## config.mk

```make
export PLATFORM = sky130hd
export DESIGN_NAME = spc_pll_ctrl
export DESIGN_NICKNAME = d
export VERILOG_FILES = /design/src/design/spc_pkg.sv /design/src/design/spc_pll_ctrl.sv /design/src/design/spc_clk_div.sv /design/src/design/spc_clk_mux.sv
export SDC_FILE = /design/constraint.sdc
export NUM_CORES = 1
export LEC_CHECK = 0
export BUFFER_PORTS_ARGS = -buffer_cell sky130_fd_sc_hd__buf_4
export CELL_PAD_IN_SITES_DETAIL_PLACEMENT = 1
export CELL_PAD_IN_SITES_GLOBAL_PLACEMENT = 1
export CORE_UTILIZATION = 46
export DETAILED_ROUTE_END_ITERATION = 16
export GPL_TIMING_DRIVEN = 0
export PLACE_DENSITY = 0.8
export SYNTH_ARGS = -nofsm -noshare
export SYNTH_HDL_FRONTEND = slang
export SYNTH_SLANG_ARGS = --single-unit
```

## constraint.sdc

```tcl
create_clock -name clk -period 4.7 [get_ports clk]
set_input_delay 0.235 -clock clk [delete_from_list [all_inputs] [get_ports clk]]
set_output_delay 0.235 -clock clk [all_outputs]
set_load 0.01 [all_outputs]
```

## src/design/spc_pkg.sv

```systemverilog
// shared constants, types and helpers for the system pll clock controller
package spc_pkg;

    // register bus shape
    localparam int ADDR_W = 8;
    localparam int DATA_W = 32;
    // width of multiplier and divider fields
    localparam int FIELD_W = 5;
    // width of a decoded ratio (field plus one, 1..32)
    localparam int RATIO_W = 6;

    // register offsets (byte addresses)
    localparam logic [ADDR_W-1:0] ADDR_CTRL = 8'h00;
    localparam logic [ADDR_W-1:0] ADDR_MULT = 8'h04;
    localparam logic [ADDR_W-1:0] ADDR_POST_DIVIDER = 8'h08;
    localparam logic [ADDR_W-1:0] ADDR_BYPASS_DIVIDER = 8'h0C;
    localparam logic [ADDR_W-1:0] ADDR_STATUS = 8'h10;

    // control register bit positions
    localparam int CTRL_MODE_BIT = 0;
    localparam int CTRL_PWRDN_BIT = 1;
    localparam int CTRL_PLL_RESET_BIT_BIT = 3;
    localparam int CTRL_OUTDIS_BIT = 4;
    localparam int CTRL_ENSRC_BIT = 5;
    localparam int CTRL_CLKOUT_BIT = 6;

    // status register bit positions
    localparam int STAT_SRC_BIT = 0;
    localparam int STAT_LOCK_BIT = 1;
    localparam int STAT_PEND_BIT = 2;

    // reset values of control bits
    localparam logic RST_MODE = 1'b0;
    localparam logic RST_PWRDN = 1'b1;
    localparam logic RST_PLL_RESET_BIT = 1'b0;
    localparam logic RST_OUTDIS = 1'b1;
    localparam logic RST_ENSRC = 1'b1;
    localparam logic RST_CLKOUT = 1'b1;

    // field reset values: multiplier field 16 means 17x, divider 0 means /1
    localparam logic [FIELD_W-1:0] MULT_RESET = 5'h10;
    localparam logic [FIELD_W-1:0] POST_DIVIDER_RESET = 5'h00;
    localparam logic [FIELD_W-1:0] BYPASS_DIVIDER_RESET = 5'h00;

    // ratio of one, used as divider reset ratio
    localparam logic [RATIO_W-1:0] RATIO_ONE = 6'h01;

    // fixed domain ratios: one, two, three, six
    localparam int DOM_COUNT = 4;
    localparam logic [RATIO_W-1:0] DOM_RATIO [0:DOM_COUNT-1] = '{6'h01, 6'h02, 6'h03, 6'h06};

    // longest bypass switch, in crystal cycles
    localparam int BYPASS_SWITCH_XTAL = 4;

    // selected source of the system clock
    typedef enum logic {
        SRC_REF,
        SRC_PLL
    } spc_src_t;

    // field to ratio: stored value plus one
    function automatic logic [RATIO_W-1:0] spc_ratio(input logic [FIELD_W-1:0] f);
        spc_ratio = {1'b0, f} + RATIO_ONE;
    endfunction

endpackage

```

## src/design/spc_pll_ctrl.sv

```systemverilog
// system pll controller: control bits, source switch and derived clocks
//
// Our own choices: the address map and the plain strobed port.
module spc_pll_ctrl import spc_pkg::*; (
    // clock and reset (reset stands for every global reset)
    input wire logic clk,
    input wire logic rst,
    // register port
    input wire logic [ADDR_W-1:0] reg_addr,
    input wire logic [DATA_W-1:0] reg_wdata,
    input wire logic reg_wr,
    input wire logic reg_rd,
    output logic [DATA_W-1:0] reg_rdata,
    // crystal and pll analog macro pins
    input wire logic crystal_input,
    input wire logic pll_clk_pin,
    input wire logic pll_lock_pin,
    output logic pll_power_down,
    output logic pll_reset_n,
    output logic [FIELD_W-1:0] pll_multiplier,
    // derived clocks
    output logic domain_clock_one,
    output logic domain_clock_two,
    output logic domain_clock_three,
    output logic domain_clock_five,
    output logic auxiliary_reference_clock,
    output logic bypass_domain_clock,
    output logic clock_output_pin
);

    // pin synchronisers, first stage feeds only the second
    logic ref_s1_q;
    logic ref_s2_q;
    logic pll_s1_q;
    logic pll_s2_q;
    logic lock_s1_q;
    logic lock_s2_q;
    logic ref_prev_q; // for crystal rising edges

    // control bits
    logic mode_q; // mode_select_bit
    logic pwrdn_q; // power_down_bit
    logic pll_reset_bit_q; // pll_reset_bit, one releases
    logic outdis_q; // output_disable_bit
    logic ensrc_q; // enable_source_select_bit
    logic clkout_en_q; // routes bypass clock to the pin
    logic [FIELD_W-1:0] mult_q; // multiplier_field
    logic [FIELD_W-1:0] post_divider_q; // post_divider ratio field
    logic [FIELD_W-1:0] bypass_divider_q; // bypass_divider ratio field

    // gated paths and derived levels
    logic outdis_eff_q; // disable in force on the pll path
    logic pll_gated_q; // pll level after disable gate
    logic clkout_eff_q; // pin enable in force
    logic post_lvl; // post-divided pll level
    logic sys_lvl; // selected system level
    logic bp_lvl; // bypass divider level
    spc_src_t cur_src;
    logic [DOM_COUNT-1:0] dom_lvl;
    logic [2:0] bp_wait_q; // crystal edges spent waiting for bypass

    // bus decode
    wire wr_ctrl = reg_wr && reg_addr == ADDR_CTRL;
    wire wr_mult = reg_wr && reg_addr == ADDR_MULT;
    wire wr_post = reg_wr && reg_addr == ADDR_POST_DIVIDER;
    wire wr_bp = reg_wr && reg_addr == ADDR_BYPASS_DIVIDER;
    wire ref_rise = ref_s2_q && !ref_prev_q;

    // mode select only counts while the enable source bit is clear
    wire sel_pll = mode_q && !ensrc_q;

    // read views
    logic [DATA_W-1:0] ctrl_view;
    logic [DATA_W-1:0] stat_view;
    logic [DATA_W-1:0] rd_mux;

    always_comb begin
        ctrl_view = '0;
        ctrl_view[CTRL_MODE_BIT] = mode_q;
        ctrl_view[CTRL_PWRDN_BIT] = pwrdn_q;
        ctrl_view[CTRL_PLL_RESET_BIT_BIT] = pll_reset_bit_q;
        ctrl_view[CTRL_OUTDIS_BIT] = outdis_q;
        ctrl_view[CTRL_ENSRC_BIT] = ensrc_q;
        ctrl_view[CTRL_CLKOUT_BIT] = clkout_en_q;
        stat_view = '0;
        stat_view[STAT_SRC_BIT] = cur_src == SRC_PLL;
        stat_view[STAT_LOCK_BIT] = lock_s2_q;
        stat_view[STAT_PEND_BIT] = sel_pll != (cur_src == SRC_PLL);
    end

    // read selection, unmapped offsets read zero
    assign rd_mux = (reg_addr == ADDR_CTRL) ? ctrl_view :
                    (reg_addr == ADDR_MULT) ? {{(DATA_W-FIELD_W){1'b0}}, mult_q} :
                    (reg_addr == ADDR_POST_DIVIDER) ? {{(DATA_W-FIELD_W){1'b0}}, post_divider_q} :
                    (reg_addr == ADDR_BYPASS_DIVIDER) ? {{(DATA_W-FIELD_W){1'b0}}, bypass_divider_q} :
                    (reg_addr == ADDR_STATUS) ? stat_view : '0;

    // synchronisers for the three pins
    always_ff @(posedge clk or posedge rst) begin
        if (rst) begin
            ref_s1_q <= 1'b0;
            ref_s2_q <= 1'b0;
            pll_s1_q <= 1'b0;
            pll_s2_q <= 1'b0;
            lock_s1_q <= 1'b0;
            lock_s2_q <= 1'b0;
            ref_prev_q <= 1'b0;
        end else begin
            ref_s1_q <= crystal_input;
            ref_s2_q <= ref_s1_q;
            pll_s1_q <= pll_clk_pin;
            pll_s2_q <= pll_s1_q;
            lock_s1_q <= pll_lock_pin;
            lock_s2_q <= lock_s1_q;
            ref_prev_q <= ref_s2_q;
        end
    end

    // control register; reset powers down and selects bypass
    always_ff @(posedge clk or posedge rst) begin
        if (rst) begin
            mode_q <= RST_MODE;
            pwrdn_q <= RST_PWRDN;
            pll_reset_bit_q <= RST_PLL_RESET_BIT;
            outdis_q <= RST_OUTDIS;
            ensrc_q <= RST_ENSRC;
            clkout_en_q <= RST_CLKOUT;
        end else if (wr_ctrl) begin
            mode_q <= reg_wdata[CTRL_MODE_BIT];
            pwrdn_q <= reg_wdata[CTRL_PWRDN_BIT];
            pll_reset_bit_q <= reg_wdata[CTRL_PLL_RESET_BIT_BIT];
            outdis_q <= reg_wdata[CTRL_OUTDIS_BIT];
            ensrc_q <= reg_wdata[CTRL_ENSRC_BIT];
            clkout_en_q <= reg_wdata[CTRL_CLKOUT_BIT];
        end
    end

    // ratio fields
    always_ff @(posedge clk or posedge rst) begin
        if (rst) begin
            mult_q <= MULT_RESET;
            post_divider_q <= POST_DIVIDER_RESET;
            bypass_divider_q <= BYPASS_DIVIDER_RESET;
        end else begin
            if (wr_mult) mult_q <= reg_wdata[FIELD_W-1:0];
            if (wr_post) post_divider_q <= reg_wdata[FIELD_W-1:0];
            if (wr_bp) bypass_divider_q <= reg_wdata[FIELD_W-1:0];
        end
    end

    // read data one cycle after the strobe, zero otherwise
    always_ff @(posedge clk or posedge rst) begin
        if (rst) reg_rdata <= '0;
        else reg_rdata <= reg_rd ? rd_mux : '0;
    end

    // pins to the pll macro; the macro does the multiplying itself
    always_ff @(posedge clk or posedge rst) begin
        if (rst) begin
            pll_power_down <= RST_PWRDN;
            pll_reset_n <= RST_PLL_RESET_BIT;
            pll_multiplier <= MULT_RESET;
        end else begin
            pll_power_down <= pwrdn_q;
            pll_reset_n <= pll_reset_bit_q;
            pll_multiplier <= mult_q;
        end
    end

    // output disable: gate changes only while the pll level is low,
    // so stopping or restarting never clips a high phase
    always_ff @(posedge clk or posedge rst) begin
        if (rst) begin
            outdis_eff_q <= RST_OUTDIS;
            pll_gated_q <= 1'b0;
        end else begin
            if (!pll_s2_q) outdis_eff_q <= outdis_q;
            pll_gated_q <= pll_s2_q && !outdis_eff_q;
        end
    end

    // post-divider on the pll path
    spc_clk_div #(.RST_RATIO(RATIO_ONE)) u_post (
        .clk(clk),
        .rst(rst),
        .src(pll_gated_q),
        .ratio(spc_ratio(post_divider_q)),
        .div_q(post_lvl)
    );

    // bypass or pll; the pll path only reaches the system when selected
    spc_clk_mux u_mux (
        .clk(clk),
        .rst(rst),
        .ref_lvl(ref_s2_q),
        .pll_lvl(post_lvl),
        .sel(sel_pll),
        .out_q(sys_lvl),
        .cur_q(cur_src)
    );

    // fixed domain dividers; ratios are constants, no register reaches them
    genvar gi;
    generate
        for (gi = 0; gi < DOM_COUNT; gi++) begin : g_dom
            spc_clk_div #(.RST_RATIO(DOM_RATIO[gi])) u_dom (
                .clk(clk),
                .rst(rst),
                .src(sys_lvl),
                .ratio(DOM_RATIO[gi]),
                .div_q(dom_lvl[gi])
            );
        end
    endgenerate

    assign domain_clock_one = dom_lvl[0];
    assign domain_clock_two = dom_lvl[1];
    assign domain_clock_three = dom_lvl[2];
    assign domain_clock_five = dom_lvl[3];

    // bypass divider acts on the reference only
    spc_clk_div #(.RST_RATIO(RATIO_ONE)) u_bp (
        .clk(clk),
        .rst(rst),
        .src(ref_s2_q),
        .ratio(spc_ratio(bypass_divider_q)),
        .div_q(bp_lvl)
    );

    // auxiliary reference and clock pin; one flop each, no pll involved
    always_ff @(posedge clk or posedge rst) begin
        if (rst) begin
            auxiliary_reference_clock <= 1'b0;
            bypass_domain_clock <= 1'b0;
            clkout_eff_q <= RST_CLKOUT;
            clock_output_pin <= 1'b0;
        end else begin
            auxiliary_reference_clock <= ref_s2_q;
            bypass_domain_clock <= bp_lvl;
            // pin enable only moves while the bypass level is low
            if (!bp_lvl) clkout_eff_q <= clkout_en_q;
            clock_output_pin <= bp_lvl && clkout_eff_q;
        end
    end

    // crystal edges spent with bypass requested but pll still in force
    always_ff @(posedge clk or posedge rst) begin
        if (rst) bp_wait_q <= '0;
        else if (sel_pll || cur_src == SRC_REF) bp_wait_q <= '0;
        else if (ref_rise && bp_wait_q != 3'h7) bp_wait_q <= bp_wait_q + 3'h1;
    end

    mult_reset_a: assert property (@(posedge clk)
        $fell(rst) |-> pll_multiplier == MULT_RESET && pll_power_down && !cur_src)
        else $error("multiplier or power state wrong after reset");

    mult_write_a: assert property (@(posedge clk) disable iff (rst)
        wr_mult |-> ##2 pll_multiplier == $past(reg_wdata[FIELD_W-1:0], 2))
        else $error("multiplier write not applied");

    post_write_a: assert property (@(posedge clk) disable iff (rst)
        wr_post |=> post_divider_q == $past(reg_wdata[FIELD_W-1:0]))
        else $error("post-divider write lost");

    pwrdn_pin_a: assert property (@(posedge clk) disable iff (rst)
        wr_ctrl |-> ##2 pll_power_down == $past(reg_wdata[CTRL_PWRDN_BIT], 2))
        else $error("power-down pin does not follow the bit");

    reset_pin_a: assert property (@(posedge clk) disable iff (rst)
        wr_ctrl |-> ##2 pll_reset_n == $past(reg_wdata[CTRL_PLL_RESET_BIT_BIT], 2))
        else $error("pll reset pin does not follow the bit");

    bypass_time_a: assert property (@(posedge clk) disable iff (rst)
        bp_wait_q <= BYPASS_SWITCH_XTAL)
        else $error("bypass switch took over four crystal cycles");

    disable_stop_a: assert property (@(posedge clk) disable iff (rst)
        outdis_eff_q |=> !pll_gated_q)
        else $error("pll level passed while output disabled");

    aux_follow_a: assert property (@(posedge clk) disable iff (rst)
        $rose(ref_s2_q) |=> auxiliary_reference_clock)
        else $error("auxiliary clock lost a reference edge");

    bypass_hold_a: assert property (@(posedge clk) disable iff (rst)
        !sel_pll && cur_src == SRC_REF |=> cur_src == SRC_REF)
        else $error("left bypass without a pll request");

endmodule

```

## src/design/spc_clk_div.sv

```systemverilog
// glitch-free clock divider working on sampled clock levels
module spc_clk_div import spc_pkg::*; #(
    parameter logic [RATIO_W-1:0] RST_RATIO = 6'h01
) (
    // clock and reset
    input wire logic clk,
    input wire logic rst,
    // source level and requested ratio
    input wire logic src,
    input wire logic [RATIO_W-1:0] ratio,
    // divided level
    output logic div_q
);

    logic src_prev_q; // source level one cycle ago
    logic [RATIO_W:0] cnt_q; // half-period counter
    logic [RATIO_W:0] cnt_d;
    logic [RATIO_W-1:0] ratio_q; // ratio in force
    logic [RATIO_W-1:0] ratio_d;
    wire toggle = src != src_prev_q; // either edge of the source
    wire [RATIO_W:0] span = {ratio_q, 1'b0}; // half-periods per output period
    wire wrap = cnt_q == span - 7'h01;

    // new ratio is taken only at the period boundary, so no runt pulse
    assign ratio_d = (toggle && wrap) ? ratio : ratio_q;
    assign cnt_d = !toggle ? cnt_q : (wrap ? '0 : cnt_q + 7'h01);

    // counter, ratio and output level
    always_ff @(posedge clk or posedge rst) begin
        if (rst) begin
            src_prev_q <= 1'b0;
            cnt_q <= '0;
            ratio_q <= RST_RATIO;
            div_q <= 1'b0;
        end else begin
            src_prev_q <= src;
            cnt_q <= cnt_d;
            ratio_q <= ratio_d;
            // high for the first half of each period, odd ratios keep 50 %
            div_q <= toggle ? (cnt_d < {1'b0, ratio_d}) : div_q;
        end
    end

    ratio_hold_a: assert property (@(posedge clk) disable iff (rst)
        $changed(ratio_q) |-> $past(wrap) && $past(toggle))
        else $error("divider ratio changed inside a period");

    count_bound_a: assert property (@(posedge clk) disable iff (rst)
        cnt_q < span)
        else $error("divider count past its period");

endmodule

```

## src/design/spc_clk_mux.sv

```systemverilog
// glitch-free two-input clock source switch
module spc_clk_mux import spc_pkg::*; (
    // clock and reset
    input wire logic clk,
    input wire logic rst,
    // reference and pll levels
    input wire logic ref_lvl,
    input wire logic pll_lvl,
    // requested source, 1 selects pll
    input wire logic sel,
    // selected level and source in force
    output logic out_q,
    output spc_src_t cur_q
);

    logic sel_s1_q; // select stage one
    logic sel_s2_q; // select stage two
    spc_src_t want;
    wire both_low = !ref_lvl && !pll_lvl;

    assign want = sel_s2_q ? SRC_PLL : SRC_REF;

    // select stages, then switch only with both inputs low
    always_ff @(posedge clk or posedge rst) begin
        if (rst) begin
            sel_s1_q <= 1'b0;
            sel_s2_q <= 1'b0;
            cur_q <= SRC_REF;
            out_q <= 1'b0;
        end else begin
            sel_s1_q <= sel;
            sel_s2_q <= sel_s1_q;
            // old level must already have stood low a cycle, so the low
            // phase seen downstream is never cut to a single cycle
            if (want != cur_q && both_low && !out_q) begin
                cur_q <= want;
            end
            case (cur_q)
                SRC_REF: out_q <= ref_lvl;
                SRC_PLL: out_q <= pll_lvl;
                default: out_q <= 1'b0;
            endcase
        end
    end

    switch_low_a: assert property (@(posedge clk) disable iff (rst)
        $changed(cur_q) |-> !$past(ref_lvl) && !$past(pll_lvl) && !$past(out_q))
        else $error("source switched while an input was high");

endmodule

```

### Word-level counts from Yosys, hierarchy flattened

Cells that the tools add are included.

| storage, ports and cells | value |
|---|---|
| word-level logic and storage cells | 133 |
| bits in registers | 137 |
| output and inout bits | 46 |
| input port bits | 47 |

| operators by class | value |
|---|---|
| multiplexer cells | 26 |
| reduce and logical (&&, ||, !) cells | 22 |
| $lt $le $gt $ge | 6 |
| equal/unequal tests | 15 |
| $add $sub $neg | 14 |
| bitwise logic cells | 1 |

Operators by type and width:

| kind | count |
|---|---|
| 7-bit two-way mux | 14 |
| 7-bit by 1-bit adder with 7-bit output (second input constant) | 6 |
| 7-bit == test | 6 |
| 7-bit by 6-bit < comparator with 1-bit output | 6 |
| 7-bit by 1-bit subtractor with 7-bit output (second input constant) | 6 |
| 6-bit two-way mux | 6 |
| 8-bit by 4-bit == test with 1-bit output (second input constant) | 2 |
| 1-bit logical AND | 16 |
| 5-bit two-way mux | 3 |
| 5-bit by 1-bit adder with 6-bit output (second input constant) | 2 |
| 8-bit by 3-bit == test with 1-bit output (second input constant) | 1 |
| 8-bit by 5-bit == test with 1-bit output (second input constant) | 1 |
| 8-bit zero test | 1 |
| 1-bit zero test | 5 |
| 1-bit != test | 5 |
| 3-bit two-way mux | 1 |
| 1-bit one-hot mux with 2 select lines | 1 |
| 1-bit two-way mux | 1 |
| 1-bit NOT | 1 |

### Depth between registers and ports, before layout

| logic depth | value |
|---|---|
| depth after elaboration | 9 |
| mapped depth | 15 |
| depth with buffers taken out | 15 |

### Hierarchy

From an unflattened synthesis, not the netlist that was laid out.

| unflattened totals | value |
|---|---|
| cells, all modules | 742 |
| area, all modules | 8008.9 µm² |

By module, submodules not included:

| module | area an instance (µm²) | times used | seq. area each (µm²) | cells each |
|---|---|---|---|---|
| spc_clk_div at g_dom[0].u_dom ... | 953.4 | 3 | 376.6 | 96 |
| spc_pll_ctrl | 2163.3 | 1 | 1187.4 | 162 |
| spc_clk_div at g_dom[2].u_dom ... | 954.7 | 2 | 377.9 | 96 |
| spc_clk_div at u_bp | 939.7 | 1 | 376.6 | 92 |
| spc_clk_mux | 136.4 | 1 | 100.1 | 8 |

### Least setup slack after synthesis

Ideal clock, no wire load.

| timing | value |
|---|---|
| path type | flip-flop to flip-flop |
| from | register u_post.ratio_q[1] |
| to | register u_post.div_q |
| arrival | 3.036 ns |
| required time | 4.620 ns |
| buffers on the path | 0 |
| clock period less this slack | 3.117 ns |
| setup slack | 1.583 ns |
| stages on the path, launching flop included | 12 |
| library setup time | 0.080 ns |
| cells stage by stage | dfrtp_1 > or4_4 > o21a_1 > nor4_4 > nand2_4 > mux2i_1 > ha_1 > a21o_1 > a211oi_1 > o21ai_0 > a211o_2 > o211ai_2 |

| between the ends | value |
|---|---|
| longest elaborated chain between the ends | 5 |
| elaborated cells on any way between the ends | 7 |
| those cells by class | add/sub: 1; order compare: 1; eq/ne: 1; mux: 3; reduce/logical: 1 |

Ends and longest elaborated chain:

| what | line | text |
|---|---|---|
| from (decl) | spc_clk_div.sv:18 | `logic [RATIO_W-1:0] ratio_q;` |
| from (signal assigned) | spc_clk_div.sv:38 | `ratio_q <= ratio_d;` |
| 7-bit by 1-bit subtractor with 7-bit output | spc_clk_div.sv:22 | `wire wrap = cnt_q == span - 7'h01;` |
| 7-bit == test | spc_clk_div.sv:22 |  |
| 7-bit two-way mux / 1-bit logical AND (equally long branches) | spc_clk_div.sv:26, spc_clk_div.sv:25 |  |
| 7-bit two-way mux / 6-bit two-way mux (equally long branches) | spc_clk_div.sv:26, spc_clk_div.sv:25 |  |
| 7-bit by 6-bit < comparator with 1-bit output (*) | spc_clk_div.sv:40 | `div_q <= toggle ? (cnt_d < {1'b0, ratio_d}) : div_q;` |
| to (signal assigned) | spc_clk_div.sv:40 |  |
| to (decl) | spc_clk_div.sv:12 | `output logic div_q` |

Mark *: on every way between the ends. The rest lies on a longest branch, timed or not.
A chain may end at the register's enable or synchronous reset.

### Worst setup path in the final report

| timing | value |
|---|---|
| from | register u_post.ratio_q[0] |
| to | register u_post.div_q |

Same word-level chain as after synthesis.

==> metrics.yaml <==
status: "completed"
finalWirelength_mm: 17.7
dr.first_iter.drc_count: 193
placement.setup.worst_slack_ns: 1.01
critical_path.n_buffers_inverters: 1
cts_max_level: 4
post_cts_resized: 0
final_setup_viols: 0
hp-class: "primary input to flop"
hold_viol: 0
dpl.hpwl_mm: 13.0
tcrit_tclk_final_pct: 80.6
clock_sinks: 137
port_buffers: 41
routedWlPerCell_um: 17.5
most_common_cell_after_layout_fill_and_taps_aside: "sky130_fd_sc_hd__dfrtp_1"
post-route-min-period_ns: 3.79
final_cell_mix: "sky130_fd_sc_hd__dfrtp_1 (120), sky130_fd_sc_hd__buf_4 (66), sky130_fd_sc_hd__nand2_1 (59)"
static-leakage-power_nw: 4.38
yosysWarnings: 0
vias_per_cell: 5.35
worst_max_slew_margin_expressed_relative_to_the_limit_pct: 57.2
clk_pin_slew_worst_paths_ns: 0.07
route.detailed.drc: 0
seq_total_area_yosys_pct: 46.6
cpMaxStageDelayCell: "sky130_fd_sc_hd__dfstp_2"
data_arrival_time_of_the_critical_path_ns: 4.13
first_global_vias: 6056
critical_path.cell_chain: "inv_1 -> ha_1 -> xor2_1 -> nand4_1 -> nor4_4 -> nand2_4 -> mux2i_1 -> ha_1 -> a21o_1 -> a211oi_1 -> o21ai_0 -> a211o_2 -> o211ai_2"
cts_root_buffer: "sky130_fd_sc_hd__clkbuf_16"
wire_length_of_the_first_global_routing_pass_mm: 29.7
ys_flop_type: "sky130_fd_sc_hd__dfrtp_1"
placementRows: 46
number_of_nets_in_the_final_layout: 875
path_max_fanout: 9
share_of_power_burned_in_the_clock_network_pct: 29.7
critPathMostFrequentCell: "sky130_fd_sc_hd__ha_1"
crit_path_max_incr_delay_ns: 0.57
synth_edf_count: 0
ctsLongestPathBuffers: 2
total_inserted_antenna_cells: 0
gr-usage-all-layers_pct: 23.3
mappedNetlistArea_sq_mm: 0.00741
power.internal_mw: 2.75
globalRoute.totalOverflow: 0
finalPower_mw: 4.36
fmax_mhz: 264
worst_ep_required_time_ns: 5.05
ys_ff_latch: 137
share_of_total_power_in_combinational_logic_pct: 32.3
clock_tree_from_tritoncts: "done"
area_of_the_die_sq_mm: 0.0166
dieWidth_um: 129
grt_start_max_net_pins: 70
layout-drive-gt1-share_pct: 20.1
maxCapViolCount: 0
layout-area-overhead-vs-synth_pct: 17.7
timing.final.ws_setup_ns: 0.914
syn_area_cell_sq_um: 10.7
cts_setup_buffers: 0
clock_skew_ns: 0.00772
worst-setup-path-type: "flop to flop"
power_switching_share_pct: 37.1
io_pins: 93
antenna_violating_nets_remaining: 0
start_util_pct: 46.8
core_area_sq_mm: 0.0158
synth.lib_cells_used.distinct: 55
grt_setup_unrepaired: "no"
ir_worst_vdd_v: 0.000291
grt_antenna_before_repair: 0
power_switching_mw: 1.62
setup_crit_start_kind: "flop"
setup.worst_path.end_class: "flop"
synth_cells: 695
dpl.cell_count: 977
synthArstFlopShare_pct: 100
worst_pin_slew_ns: 0.641
power.density_mw_per_mm2: 501
crit_path_max_delay_family: "compound AO/OA/AOI/OAI gates"
fin_cells: 1013
chipHeight_um: 129
slew_viol_final: 0
clk-insertion-delay-late_ns: 0.42
finalWeightedCongestion: 0.802
via_count: 5421
power_frac_seq_pct: 38.0
number_of_detailed_route_iterations_in_the_first_pass: 4
clock_buffer_count_from_cts: 17
-- synth_stat cells (4+ instances only) --
library cell	n	share of area [%]
sky130_fd_sc_hd__mux2_2	28	4.3
sky130_fd_sc_hd__a31oi_1	8	0.68
sky130_fd_sc_hd__inv_1	48	2.4
sky130_fd_sc_hd__o21ai_0	16	1.1
sky130_fd_sc_hd__dfstp_2	17	6.0
sky130_fd_sc_hd__a21o_1	8	0.81
sky130_fd_sc_hd__nor2b_1	13	1.1
sky130_fd_sc_hd__xor2_1	43	5.1
sky130_fd_sc_hd__buf_4	25	2.5
sky130_fd_sc_hd__dfrtp_1	120	41
sky130_fd_sc_hd__clkbuf_1	6	0.30
sky130_fd_sc_hd__xnor2_1	40	4.7
sky130_fd_sc_hd__nand2_1	59	3.0
sky130_fd_sc_hd__ha_1	44	7.4
sky130_fd_sc_hd__o21a_1	4	0.41
sky130_fd_sc_hd__nor2_1	40	2.0
sky130_fd_sc_hd__o31ai_1	4	0.41
sky130_fd_sc_hd__nand2b_1	8	0.68
sky130_fd_sc_hd__a21oi_1	28	1.9
sky130_fd_sc_hd__or3_1	8	0.68
sky130_fd_sc_hd__nor3_1	12	0.81
sky130_fd_sc_hd__mux2i_1	16	2.2
sky130_fd_sc_hd__nand3_1	10	0.68
sky130_fd_sc_hd__o22ai_1	4	0.34
sky130_fd_sc_hd__and3b_1	4	0.47
sky130_fd_sc_hd__and2_1	9	0.76
sky130_fd_sc_hd__nand4_1	19	1.6
-- sequential cells by signal, indices dropped and copies added, names as in the netlist, 4 cells and up --
name / count
g_dom.u_dom.cnt_q: 28
reg_rdata: 7
pll_multiplier: 5
u_post.ratio_q: 6
u_bp.cnt_q: 7
u_post.cnt_q: 7
post_divider_q: 5
bypass_divider_q: 5
g_dom.u_dom.div_q: 4
g_dom.u_dom.ratio_q: 24
u_bp.ratio_q: 6
mult_q: 5
-- power groups by stage --
stage / registers, mW / clock network (mW) / logic (mW)
2_1_floorplan: 1.61 / 0 / 1.02
3_3_place_gp: 1.65 / 0 / 1.27
3_5_place_dp: 1.67 / 0 / 1.38
4_1_cts: 1.66 / 1.32 / 1.42
5_1_grt: 1.69 / 1.37 / 1.60
6_report: 1.66 / 1.30 / 1.41
-- kinds of logic after synthesis --
kind of cell               count (synthesis)  synth area share (%)
muxes                                     46                  6.82
buffers and inverters                     79                  5.27
and+or+nand+nor                          202                  14.4
AOI/OAI and AO/OA                        103                  9.63
other                                      1                0.0506
xor gates and xnor gates                  83                  9.81
DFF                                      137                  46.6
adders and majority gates                 44                  7.43
-- metrics by stage --
stage	TNS (ns)	hold slack (ns)	area, sq um	util [%]
floorplan	0	0.266	7500	-
global placement	-80.27	0.332	8080	51.0
detailed placement	0	0.336	8110	51.2
CTS	0	0.0343	8720	55.1
global route	0	0.0294	8720	55.1
finish	0	0.0439	8720	55.1
-- final timing paths --
check | from | end | slack, ns | cells after the start
worst max-delay path | u_post.ratio_q[0] | u_post.div_q | 0.91 | 13
worst min-delay path | reg_wdata[5] | ensrc_q | 0.04 | 2
worst max register to register | u_post.ratio_q[0] | u_post.div_q | 0.91 | 13
worst min register to register | pll_s1_q | pll_s2_q | 0.35 | 0
max in group asynchronous | rst | g_dom[2].u_dom.ratio_q[0] | 3.41 | 4
min in group asynchronous | rst | pll_multiplier[2] | 0.48 | 3
-- layer usage --
layer  part of all wire, %  vias to the layer above  global-route usage (%)  routed length, um
met3                   2.4                       31                    4.28                420
met4                   1.9                        0                    9.13                329
met5                     0                        -                       0                  0
li1                      -                     2552                       -                  -
met2                    56                       87                    44.4               9870
met1                    40                     2751                    25.3               7070
-- cell type report --
type,instances,area [sq um]
buffer,31,210
clock buffer,17,425
clock inverter,15,145
fill,1737,7110
inverter,48,185
multi-input combinational,503,3660
sequential,137,3450
tap,216,270
timing repair buffer,46,375
-- timing repair --
action                                  CTS  global route
endpoints found under the setup margin    0             0
hold buffers                              4             0
hold endpoints to repair                 61             0
(Power assumes the default switching activity.)
